===== src/verilog/led_status_cfg.svh =====
`ifndef LED_STATUS_CFG_SVH
`define LED_STATUS_CFG_SVH

// ==========================================================================
// register offsets (byte addresses)
`define LED_REG_LINK 8'h00
`define LED_REG_SELECT 8'h04
`define LED_REG_DUPLEX 8'h08
`define LED_REG_IRQ_STATUS 8'h0c
`define LED_REG_IRQ_MASK 8'h10

// ==========================================================================
// field positions
`define LINK_GOOD_BIT 15
`define SEL_COMBINED_BIT 15
`define SEL_RSVD_HI 14
`define SEL_RSVD_LO 10
`define SEL_WAKE_BIT 9
`define SEL_FDLINK_BIT 8
`define SEL_STRETCH_BIT 7
`define SEL_RCV_BIT 2
`define DUP_FULL_DUPLEX_ENABLE_BIT 0
`define DUP_ATTACHMENT_PORT_FULL_DUPLEX_BIT 1
`define IRQ_WAKE_BIT 0
`define IRQ_LINK_BIT 1

// ==========================================================================
// reset values
`define SEL_RESET_RCV 1'b1
`define SEL_RESET_STRETCH 1'b1
`define DUPLEX_RESET 2'h0
`define IRQ_MASK_RESET 2'h0

// ==========================================================================
// timing
`define CLOCK_PERIOD_NS 4
`define LED_STRETCH_TIME_US 50000
`define LED_STRETCH_CYCLES ((`LED_STRETCH_TIME_US * 1000) / `CLOCK_PERIOD_NS)

`endif


===== src/verilog/led_status_pkg.sv =====
`default_nettype none

package led_status_pkg;

  typedef enum logic [1:0] {PORT_TWISTED_PAIR, PORT_ATTACHMENT, PORT_GENERIC_SERIAL} port_t;

  typedef struct packed {
    logic wake_frame_led_enable;
    logic full_duplex_link_led_enable;
    logic stretch_enable;
    logic receive_activity_enable;
  } led_select_t;

  typedef struct packed {
    logic attachment_port_full_duplex;
    logic full_duplex_enable;
  } duplex_control_t;

  typedef struct packed {
    logic link_changed;
    logic wake_frame_seen;
  } irq_bits_t;

endpackage

`default_nettype wire


===== src/verilog/led_status_control.sv =====
// Behaviour
// - bit 15 reads unstretched combined source state
// - select bits 14-10 read zero
// - wake frame lights second LED when enabled
// - full-duplex link source adds to combined
// - twisted pair: link pass and duplex enable
// - attachment port: both duplex enables set
// - generic serial port: duplex enable set
// - stretch enable lengthens each source occurrence
// - first LED shows link pass unless masked by the full-duplex link display
// - link register bit 15 mirrors link LED
// - link LED masked under full-duplex link display; the code masks it only on twisted pair with attachment full duplex clear
// - one link LED lit, by duplex enable; both lit on twisted pair when attachment full duplex is also set; the code also lights both on attachment and serial ports
// - link register bits 14-0 reserved
// - second LED is OR of enabled sources
// - reset selects receive activity, stretch on
//
// Local design decisions: the address map and the Avalon-MM slave port.
`timescale 1ns/1ns
`default_nettype none
`include "led_status_cfg.svh"

module led_status_control #(
  parameter int unsigned STRETCH_CYCLES = `LED_STRETCH_CYCLES
) (
  input wire logic CLOCK,
  input wire logic RST,
  input wire logic [7:0] AVS_ADDRESS,
  input wire logic AVS_READ,
  input wire logic AVS_WRITE,
  input wire logic [31:0] AVS_WRITEDATA,
  output logic [31:0] AVS_READDATA,
  output logic AVS_WAITREQUEST,
  input wire logic LINK_PASS,
  input wire logic WAKE_FRAME,
  input wire logic RECEIVE_ACTIVITY,
  input wire led_status_pkg::port_t ACTIVE_PORT,
  output logic FIRST_LED_PIN,
  output logic SECOND_LED_PIN,
  output logic IRQ
);
  import led_status_pkg::*;

  // ========================================================================
  // state
  led_select_t sel;
  led_select_t next_sel;
  duplex_control_t duplex;
  duplex_control_t next_duplex;
  irq_bits_t irq_status;
  irq_bits_t next_irq_status;
  irq_bits_t irq_mask;
  irq_bits_t next_irq_mask;
  logic combined_q;
  logic next_irq;
  logic link_led_prev;
  logic [31:0] next_readdata;
  logic next_waitrequest;
  logic accept_write;
  logic accept_read;
  logic is_tp;
  logic is_aui;
  logic is_generic_serial_port;
  logic fd_link_source;
  logic combined_indicator_state;
  logic link_good_indicator;
  logic stretched;
  logic [15:0] select_word;
  logic [15:0] link_word;

  // ========================================================================
  // indicator sources
  always_comb
  begin
    is_tp = (ACTIVE_PORT == PORT_TWISTED_PAIR);
    is_aui = (ACTIVE_PORT == PORT_ATTACHMENT);
    is_generic_serial_port = (ACTIVE_PORT == PORT_GENERIC_SERIAL);
    fd_link_source = 1'b0;
    if (is_tp)
    begin
      fd_link_source = LINK_PASS & duplex.full_duplex_enable;
    end
    else if (is_aui)
    begin
      fd_link_source = duplex.full_duplex_enable & duplex.attachment_port_full_duplex;
    end
    else if (is_generic_serial_port)
    begin
      fd_link_source = duplex.full_duplex_enable;
    end
    combined_indicator_state = (sel.wake_frame_led_enable & WAKE_FRAME)
      | (sel.full_duplex_link_led_enable & fd_link_source)
      | (sel.receive_activity_enable & RECEIVE_ACTIVITY);
    // full-duplex display takes over from the half-duplex link LED
    link_good_indicator = LINK_PASS
      & ~(is_tp & duplex.full_duplex_enable
      & ~duplex.attachment_port_full_duplex & sel.full_duplex_link_led_enable);
  end

  pulse_stretcher #(
    .CYCLES(STRETCH_CYCLES)
  ) pulse_stretcher_inst (
    .clock(CLOCK),
    .rst(RST),
    .enable(sel.stretch_enable),
    .level(combined_indicator_state),
    .held(stretched)
  );

  // ========================================================================
  // avalon slave: one wait state per access
  always_comb
  begin
    accept_write = AVS_WRITE & ~AVS_WAITREQUEST;
    accept_read = AVS_READ & ~AVS_WAITREQUEST;
    next_waitrequest = ~((AVS_READ | AVS_WRITE) & AVS_WAITREQUEST);
    link_word = 16'h0000;
    link_word[`LINK_GOOD_BIT] = FIRST_LED_PIN;
    select_word = 16'h0000;
    select_word[`SEL_COMBINED_BIT] = combined_q;
    select_word[`SEL_WAKE_BIT] = sel.wake_frame_led_enable;
    select_word[`SEL_FDLINK_BIT] = sel.full_duplex_link_led_enable;
    select_word[`SEL_STRETCH_BIT] = sel.stretch_enable;
    select_word[`SEL_RCV_BIT] = sel.receive_activity_enable;
    next_readdata = AVS_READDATA;
    if (AVS_READ & AVS_WAITREQUEST)
    begin
      unique case (AVS_ADDRESS)
        `LED_REG_LINK: next_readdata = {16'h0000, link_word};
        `LED_REG_SELECT: next_readdata = {16'h0000, select_word};
        `LED_REG_DUPLEX: next_readdata = {30'h0, duplex};
        `LED_REG_IRQ_STATUS: next_readdata = {30'h0, irq_status};
        `LED_REG_IRQ_MASK: next_readdata = {30'h0, irq_mask};
        default: next_readdata = 32'h0000_0000;
      endcase
    end
  end

  // ========================================================================
  // software-written registers and interrupt status
  always_comb
  begin
    next_sel = sel;
    next_duplex = duplex;
    next_irq_mask = irq_mask;
    next_irq_status = irq_status;
    if (accept_write)
    begin
      unique case (AVS_ADDRESS)
        `LED_REG_SELECT:
        begin
          next_sel.wake_frame_led_enable = AVS_WRITEDATA[`SEL_WAKE_BIT];
          next_sel.full_duplex_link_led_enable = AVS_WRITEDATA[`SEL_FDLINK_BIT];
          next_sel.stretch_enable = AVS_WRITEDATA[`SEL_STRETCH_BIT];
          next_sel.receive_activity_enable = AVS_WRITEDATA[`SEL_RCV_BIT];
        end
        `LED_REG_DUPLEX:
        begin
          next_duplex.full_duplex_enable = AVS_WRITEDATA[`DUP_FULL_DUPLEX_ENABLE_BIT];
          next_duplex.attachment_port_full_duplex = AVS_WRITEDATA[`DUP_ATTACHMENT_PORT_FULL_DUPLEX_BIT];
        end
        `LED_REG_IRQ_STATUS:
        begin
          next_irq_status.wake_frame_seen = irq_status.wake_frame_seen
            & ~AVS_WRITEDATA[`IRQ_WAKE_BIT];
          next_irq_status.link_changed = irq_status.link_changed
            & ~AVS_WRITEDATA[`IRQ_LINK_BIT];
        end
        `LED_REG_IRQ_MASK:
        begin
          next_irq_mask.wake_frame_seen = AVS_WRITEDATA[`IRQ_WAKE_BIT];
          next_irq_mask.link_changed = AVS_WRITEDATA[`IRQ_LINK_BIT];
        end
        default:
        begin
        end
      endcase
    end
    // new events win over a clear in the same cycle
    if (WAKE_FRAME)
    begin
      next_irq_status.wake_frame_seen = 1'b1;
    end
    if (FIRST_LED_PIN != link_led_prev)
    begin
      next_irq_status.link_changed = 1'b1;
    end
    next_irq = |(next_irq_status & next_irq_mask);
  end

  always_ff @(posedge CLOCK)
  begin
    if (RST)
    begin
      sel.wake_frame_led_enable <= 1'b0;
      sel.full_duplex_link_led_enable <= 1'b0;
      sel.stretch_enable <= `SEL_RESET_STRETCH;
      sel.receive_activity_enable <= `SEL_RESET_RCV;
      duplex <= `DUPLEX_RESET;
      irq_mask <= `IRQ_MASK_RESET;
      irq_status <= '0;
      IRQ <= 1'b0;
      AVS_READDATA <= 32'h0000_0000;
      AVS_WAITREQUEST <= 1'b1;
      combined_q <= 1'b0;
      FIRST_LED_PIN <= 1'b0;
      SECOND_LED_PIN <= 1'b0;
      link_led_prev <= 1'b0;
    end
    else
    begin
      sel <= next_sel;
      duplex <= next_duplex;
      irq_mask <= next_irq_mask;
      irq_status <= next_irq_status;
      IRQ <= next_irq;
      AVS_READDATA <= next_readdata;
      AVS_WAITREQUEST <= next_waitrequest;
      combined_q <= combined_indicator_state;
      FIRST_LED_PIN <= link_good_indicator;
      SECOND_LED_PIN <= stretched;
      link_led_prev <= FIRST_LED_PIN;
    end
  end
endmodule

`default_nettype wire


===== src/verilog/pulse_stretcher.sv =====
`timescale 1ns/1ns
`default_nettype none

module pulse_stretcher #(
  parameter int unsigned CYCLES = 16
) (
  input wire logic clock,
  input wire logic rst,
  input wire logic enable,
  input wire logic level,
  output logic held
);

  localparam int W = $clog2(CYCLES + 1);

  logic [W-1:0] count;
  logic [W-1:0] next_count;
  logic next_held;

  // ========================================================================
  // restartable hold counter
  always_comb
  begin
    next_count = count;
    if (level)
    begin
      next_count = W'(CYCLES);
    end
    else if (count != '0)
    begin
      next_count = count - W'(1);
    end
    next_held = level | (enable & (count != '0));
  end

  always_ff @(posedge clock)
  begin
    if (rst)
    begin
      count <= '0;
      held <= 1'b0;
    end
    else
    begin
      count <= next_count;
      held <= next_held;
    end
  end

endmodule

`default_nettype wire

===== config.mk =====
export PLATFORM = sky130hd
export DESIGN_NAME = led_status_control
export DESIGN_NICKNAME = d
export VERILOG_FILES = /design/src/verilog/led_status_pkg.sv /design/src/verilog/led_status_control.sv /design/src/verilog/pulse_stretcher.sv
export VERILOG_INCLUDE_DIRS = /design/src /design/src/verilog
export SDC_FILE = /design/constraint.sdc
export NUM_CORES = 1
export LEC_CHECK = 0
export BUFFER_PORTS_ARGS = -buffer_cell sky130_fd_sc_hd__buf_2
export CORE_ASPECT_RATIO = 0.9
export CORE_MARGIN = 3
export CORE_UTILIZATION = 55
export CTS_BUF_LIST = sky130_fd_sc_hd__clkbuf_4 sky130_fd_sc_hd__clkbuf_8
export DETAILED_ROUTE_END_ITERATION = 8
export HOLD_SLACK_MARGIN = 0.06
export PLACE_DENSITY_LB_ADDON = 0.15
export SLEW_MARGIN = 15
export SYNTH_ARGS = -nofsm -noshare
export SYNTH_HDL_FRONTEND = slang
export SYNTH_SLANG_ARGS = --single-unit

===== constraint.sdc =====
create_clock -name CLOCK -period 3.6 [get_ports CLOCK]
set_clock_uncertainty 0.15 [all_clocks]
set_input_delay 0.54 -clock CLOCK [delete_from_list [all_inputs] [get_ports CLOCK]]
set_output_delay 0.54 -clock CLOCK [all_outputs]
set_load 0.02 [all_outputs]

==> results.json, run 1 <==
{
  "port_buffers": 33,
  "synth_warnings": 0,
  "drtPass1Iterations": 4,
  "hold_buffers": 0,
  "cts.path.max_buffers": 2,
  "end_kind": "flop",
  "grt_pass1_wl_mm": 8.00,
  "cts-root-buf": "clkbuf_8",
  "cts_tree": "yes",
  "fillers": 368,
  "insertion_delay_ps": 300,
  "syn_inst": 273,
  "grt.overflow.total": 0,
  "grt_pass1_vias": 1676,
  "syn_area_um2": 2400,
  "cp_top_family": "simple AND/OR/NAND/NOR gates",
  "cts_resized": 0,
  "crit_path_top_delay_cell": "nor3b_1",
  "crit_type": "flop to flop",
  "drt-initial-drc-count": 140,
  "tns_ps": 0,
  "hold_path_depth": 1,
  "synth-seq-area-share": 0.400,
  "share_comb_of_total_power": 0.180,
  "power_density_nw_per_um2": 433,
  "path_buf_inv": 1,
  "wirelength_mm": 4.90,
  "clk_pin_slew_ps": 80,
  "synth-edff-count": 0,
  "setup_viol": 0,
  "rsz0062_at_grt": "no",
  "status": "finished, final reports clean",
  "p_total_mw": 1.13,
  "worst_slew_pin_slew_ps": 777,
  "max_stage_delay_ps": 660,
  "leakage_nw": 1.08,
  "hold_viol_final": 0,
  "ios": 85,
  "maxSlewViolCount": 0,
  "htreeDepth": 2,
  "intPower_mw": 0.808,
  "cp_num_cells": 7,
  "p_clk_frac": 0.301,
  "grtUsageTotal": 0.201,
  "hp-class": "flop to flop",
  "post-synth-top-count-cell": "dfxtp_1",
  "place.gp.congestion": 0.826,
  "switching_power_mw": 0.321,
  "rr_worst_depth": 7,
  "die-area_um2": 5200,
  "netlist_top_cells_count": "dfxtp_1, nor2_1, buf_4",
  "rows": 22,
  "synth_top_area_cell": "dfxtp_1",
  "drc": 0,
  "numCtsBuffers": 5,
  "syn_area_per_cell_um2": 8.80,
  "die_height_um": 68.7,
  "grt_max_degree": 32,
  "antenna_found_initial": 0,
  "cp_max_fo": 6,
  "path_cells": "inv_1, ha_1, nor3b_1, nand4_1, or2_1, or3_1, a31oi_1",
  "synthTopCellsByArea": "dfxtp_1, buf_4, nor2_1",
  "crit_required_ps": 3670,
  "vdd_ir_drop_max_v": 0.000277,
  "core_um2": 4130,
  "relSlewSlack": 0.481,
  "fmax_mhz": 379,
  "cp-start-kind": "flop",
  "cp.arrival_ps": 2710,
  "viasPerCell": 5.51,
  "hpwl_mm": 3.54,
  "netlist.area_leader.share": 0.400,
  "drive_above_1_share": 0.179,
  "vias": 1955,
  "finalCritPeriodShare": 0.733,
  "area_delta_synth_final_pct": 8.54,
  "power_frac_seq": 0.519,
  "antenna_cells": 0,
  "cts_setup_buffers": 0,
  "synthArstFlopShare": 0,
  "post_drt_wl_per_cell_um": 13.8,
  "die_w_um": 75.7,
  "nNetsFinal": 357,
  "drtAntennaViolNets": 0,
  "cap_violations": 0,
  "synth_flop_cell": "dfxtp_1",
  "period_needed_ps": 2640,
  "start_util": 0.582,
  "cts_sinks": 48,
  "p_sw_frac": 0.284,
  "ys_types": 49,
  "ys_ff_latch": 48
}
[layout make-up]
class	instances	area (um2)	area share
repair buffers	34	173	0.0662
flip-flops and latches	48	961	0.369
well taps	48	60.1	0.0230
clock buffers	8	97.6	0.0374
multi-input cells	212	1300	0.498
inverters	5	18.8	0.00720
[flip-flops by register name, summed over array words and instances (netlist names), 2 cells and up]
register,count
duplex,2
pulse_stretcher_inst.count,24
irq_mask,2
irq_status,2
sel,4
AVS_READDATA,7
[metrics by stage]
step	hold WS [ps]	cell area [um2]	worst slack, ps	std cells	utilization
6_report	290	2610	961	355	0.632
5_1_grt	314	2610	765	355	0.632
4_1_cts	294	2610	1000	355	0.632
3_5_place_dp	274	2510	978	347	0.608
3_3_place_gp	269	2510	1010	347	0.608
2_1_floorplan	264	2490	1400	297	-
[power groups by stage]
stage	registers [mW]	clock network (mW)	logic, mW
final	0.586	0.339	0.204
after CTS	0.585	0.349	0.203
after floorplan	0.593	0	0.179
after global placement	0.597	0	0.200
after detailed placement	0.597	0	0.201
after global routing	0.590	0.370	0.231
[per-layer routing]
layer / vias up / GRT usage / routed length (um)
met5: - / 0 / 0
met4: 0 / 0.0262 / 10
met3: 2 / 0.0522 / 305
met2: 58 / 0.301 / 2060
met1: 893 / 0.298 / 2530
li1: 1002 / - / -
[final timing paths]
| check | from | to | slack, ps |
|---|---|---|---|
| worst max-delay path | pulse_stretcher_inst.count[0] | pulse_stretcher_inst.count[18] | 960 |
| worst min-delay path | pulse_stretcher_inst.held | SECOND_LED_PIN | 290 |
| worst max register to register | pulse_stretcher_inst.count[0] | pulse_stretcher_inst.count[18] | 960 |
| worst min register to register | pulse_stretcher_inst.held | SECOND_LED_PIN | 290 |
[placed cells by master (no fill, tap or decap), types with 4 or more instances in the layout]
master / n
dfxtp_1: 48
buf_2: 33
nor2_1: 28
conb_1: 25
nand2_1: 16
a21oi_1: 16
nor3_1: 11
xnor2_1: 11
mux2i_1: 9
or3_1: 8
a31oi_1: 8
nor4_1: 7
a22oi_1: 6
nand3_1: 6
clkbuf_8: 6
inv_1: 5
or4_1: 5
o21ai_0: 4
nand2b_1: 4
[cell families after synthesis]
kind of cell / Yosys count / synth area share
other cells: 1 / 0.00156
compound gates: 45 / 0.116
simple gates: 113 / 0.267
flops: 48 / 0.400
mux: 13 / 0.0563
fa+ha+maj: 2 / 0.0104
xor+xnor: 14 / 0.0510
buf+inv: 37 / 0.0974
Note: power is estimated with default switching activity, not from simulation.
==> run 2: changes to the inputs <==
Settings changed: ABC_AREA set to 1, CORE_UTILIZATION 55 to 48.
Clock period 3.6 ns to 2.15 ns, I/O delays scaled along.
==> run 2 against run 1 <==
Effect of this change:
- non-clock buffer count up 1
- core utilization is 7.7 points lower
- total power grew 87%
- combinational power increased by 120%
- worst hold slack lost 220 ps
- first-iteration DRC count fell by 10%
- critical path type unchanged
==> results.json, run 2 <==
{
  "drc": 0,
  "numCtsBuffers": 5,
  "leakage_nw": 1.45,
  "final_common_cell": "nand2_1",
  "cts_setup_buffers": 0,
  "tns_ps": 0,
  "synthArstFlopShare": 0,
  "synth_top_area_cell": "dfxtp_1",
  "hold_viol_final": 0,
  "grt.overflow.total": 0,
  "drive_above_1_share": 0.215,
  "hpwl_mm": 4.23,
  "final_util": 0.554,
  "nNetsFinal": 468,
  "viasPerCell": 4.89,
  "crit_type": "flop to flop",
  "use_met3": 0.0318,
  "grt_pass1_wl_mm": 9.43,
  "area_delta_synth_final_pct": 8.81,
  "cts_tree": "yes",
  "hold_buffers": 0,
  "drtAntennaViolNets": 0,
  "die_height_um": 77.7,
  "cts_resized": 0,
  "top_register": "pulse_stretcher_inst.count",
  "clk_pin_slew_ps": 100,
  "die_w_um": 85.7,
  "maxSlewViolCount": 0,
  "drtPass1Iterations": 4,
  "antenna_cells": 0,
  "ios": 85,
  "place.gp.congestion": 0.856,
  "cp.arrival_ps": 1700,
  "core_um2": 5380,
  "insertion_delay_ps": 300,
  "fmax_mhz": 595,
  "post-place-cells": 477,
  "cp_max_fo": 22,
  "end_kind": "flop",
  "synth-compound-area-share": 0.0831,
  "fin_cells": 485,
  "max_stage_delay_ps": 300,
  "period_needed_ps": 1680,
  "synth-seq-area-share": 0.351,
  "synthSimpleGateAreaFrac": 0.383,
  "synthAdderAreaFrac": 0.00913,
  "largest_register_ffs": 24,
  "synth-edff-count": 0,
  "synth-xor-area-share": 0.0319,
  "grt_pass1_vias": 2106,
  "drt-initial-drc-count": 126,
  "rsz0062_at_grt": "no",
  "post_drt_wl_per_cell_um": 11.5,
  "grt_max_degree": 29,
  "mostFrequentLayoutCells": "nand2_1, dfxtp_1, nor2_1",
  "die-area_um2": 6660,
  "htreeDepth": 2,
  "synth_warnings": 0,
  "synthTopCellsByArea": "dfxtp_1, nand2_1, nand3_1",
  "cts.path.max_buffers": 2,
  "largestRegisters": "pulse_stretcher_inst.count: 24 flops, AVS_READDATA: 7 flops, sel: 4 flops",
  "use_met1": 0.246,
  "cts-root-buf": "clkbuf_8",
  "post-synth-top-count-cell": "nand2_1",
  "rows": 25,
  "yosys-mux-area-fraction": 0,
  "syn_area_per_cell_um2": 7.14,
  "vdd_ir_drop_max_v": 0.000463,
  "port_buffers": 33,
  "finalCritPeriodShare": 0.782,
  "cap_violations": 0,
  "vias": 2370,
  "synth_flop_cell": "dfxtp_1",
  "ys_ff_latch": 48,
  "synth_top_family_by_area": "simple AND/OR/NAND/NOR gates",
  "crit_path_top_delay_cell": "dfxtp_1",
  "start_util": 0.510,
  "globalRouteMet2Util": 0.271,
  "antenna_found_initial": 0,
  "setup_viol": 0,
  "path_cells": "inv_1, ha_1, nand2_2, nor2_4, nand3_4, xor2_1, nor2_1",
  "netlist_top_cells_count": "nand2_1, dfxtp_1, nor2_1",
  "power_density_nw_per_um2": 708,
  "grt_busiest_layer": "met2",
  "fillers": 548,
  "syn_inst": 384,
  "status": "finished, final reports clean",
  "grtUsageTotal": 0.172,
  "crit_required_ps": 2170,
  "ys_types": 36,
  "cts_sinks": 48,
  "wirelength_mm": 5.58,
  "cp-start-kind": "flop",
  "hp-class": "input pin to flop",
  "syn_area_um2": 2740,
  "netlist.area_leader.share": 0.351
}
-- run 2: cells by family after synthesis --
logic type	count (synthesis)
and+or+nand+nor	211
buffers and inverters	73
DFF	48
AOI/OAI and AO/OA	39
xor gates and xnor gates	10
adders and majority gates	2
other	1
-- run 2: power by group --
| part | internal, mW | switching, mW |
|---|---|---|
| sequential | 0.933 | 0.0429 |
| clock | 0.381 | 0.305 |
| combinational | 0.147 | 0.303 |
| total | 1.46 | 0.651 |
-- run 2: path summary, 6_finish.rpt --
check	end	depth (start not counted)	slack (ps)	startpoint
min	sel[0]	3	70	AVS_WRITEDATA[2]
max reg2reg	pulse_stretcher_inst.count[0]	7	470	pulse_stretcher_inst.count[0]
max	pulse_stretcher_inst.count[0]	7	470	pulse_stretcher_inst.count[0]
min reg2reg	SECOND_LED_PIN	2	260	pulse_stretcher_inst.held
-- run 2: critical path: cells and delay by family, from the launching register on --
family	cells	cell delay, ps
adder cells (fa/ha/maj)	1	250
flip-flops	1	300
XOR/XNOR	1	210
buffers and inverters	1	130
AND/OR/NAND/NOR	4	510
-- run 2: per-stage QoR --
stage / worst slack, ps / total power [mW] / hold slack [ps] / area, um2
3_3_place_gp: 503 / 1.44 / 239 / 2860
5_1_grt: 346 / 2.24 / 74.2 / 2980
4_1_cts: 460 / 2.13 / 64.7 / 2980
2_1_floorplan: 659 / 1.38 / 238 / 2830
6_report: 470 / 2.11 / 69.2 / 2980
3_5_place_dp: 472 / 1.44 / 246 / 2860
-- run 2: layer usage --
metal,routed length (um),part of all wire
met5,0,0
met1,2690,0.48
met2,2560,0.46
met3,305,0.055
met4,29,0.0052
-- run 2: final cells by class --
type                            count  area [um2]  area share
Inverter                           40         151      0.0508
Sequential cell                    48         961       0.322
Clock inverter                      2        38.8      0.0130
Multi-Input combinational cell    287        1490       0.498
Clock buffer                        6        82.6      0.0277
Tap cell                           67        83.8      0.0281
Timing Repair Buffer               35         180      0.0604
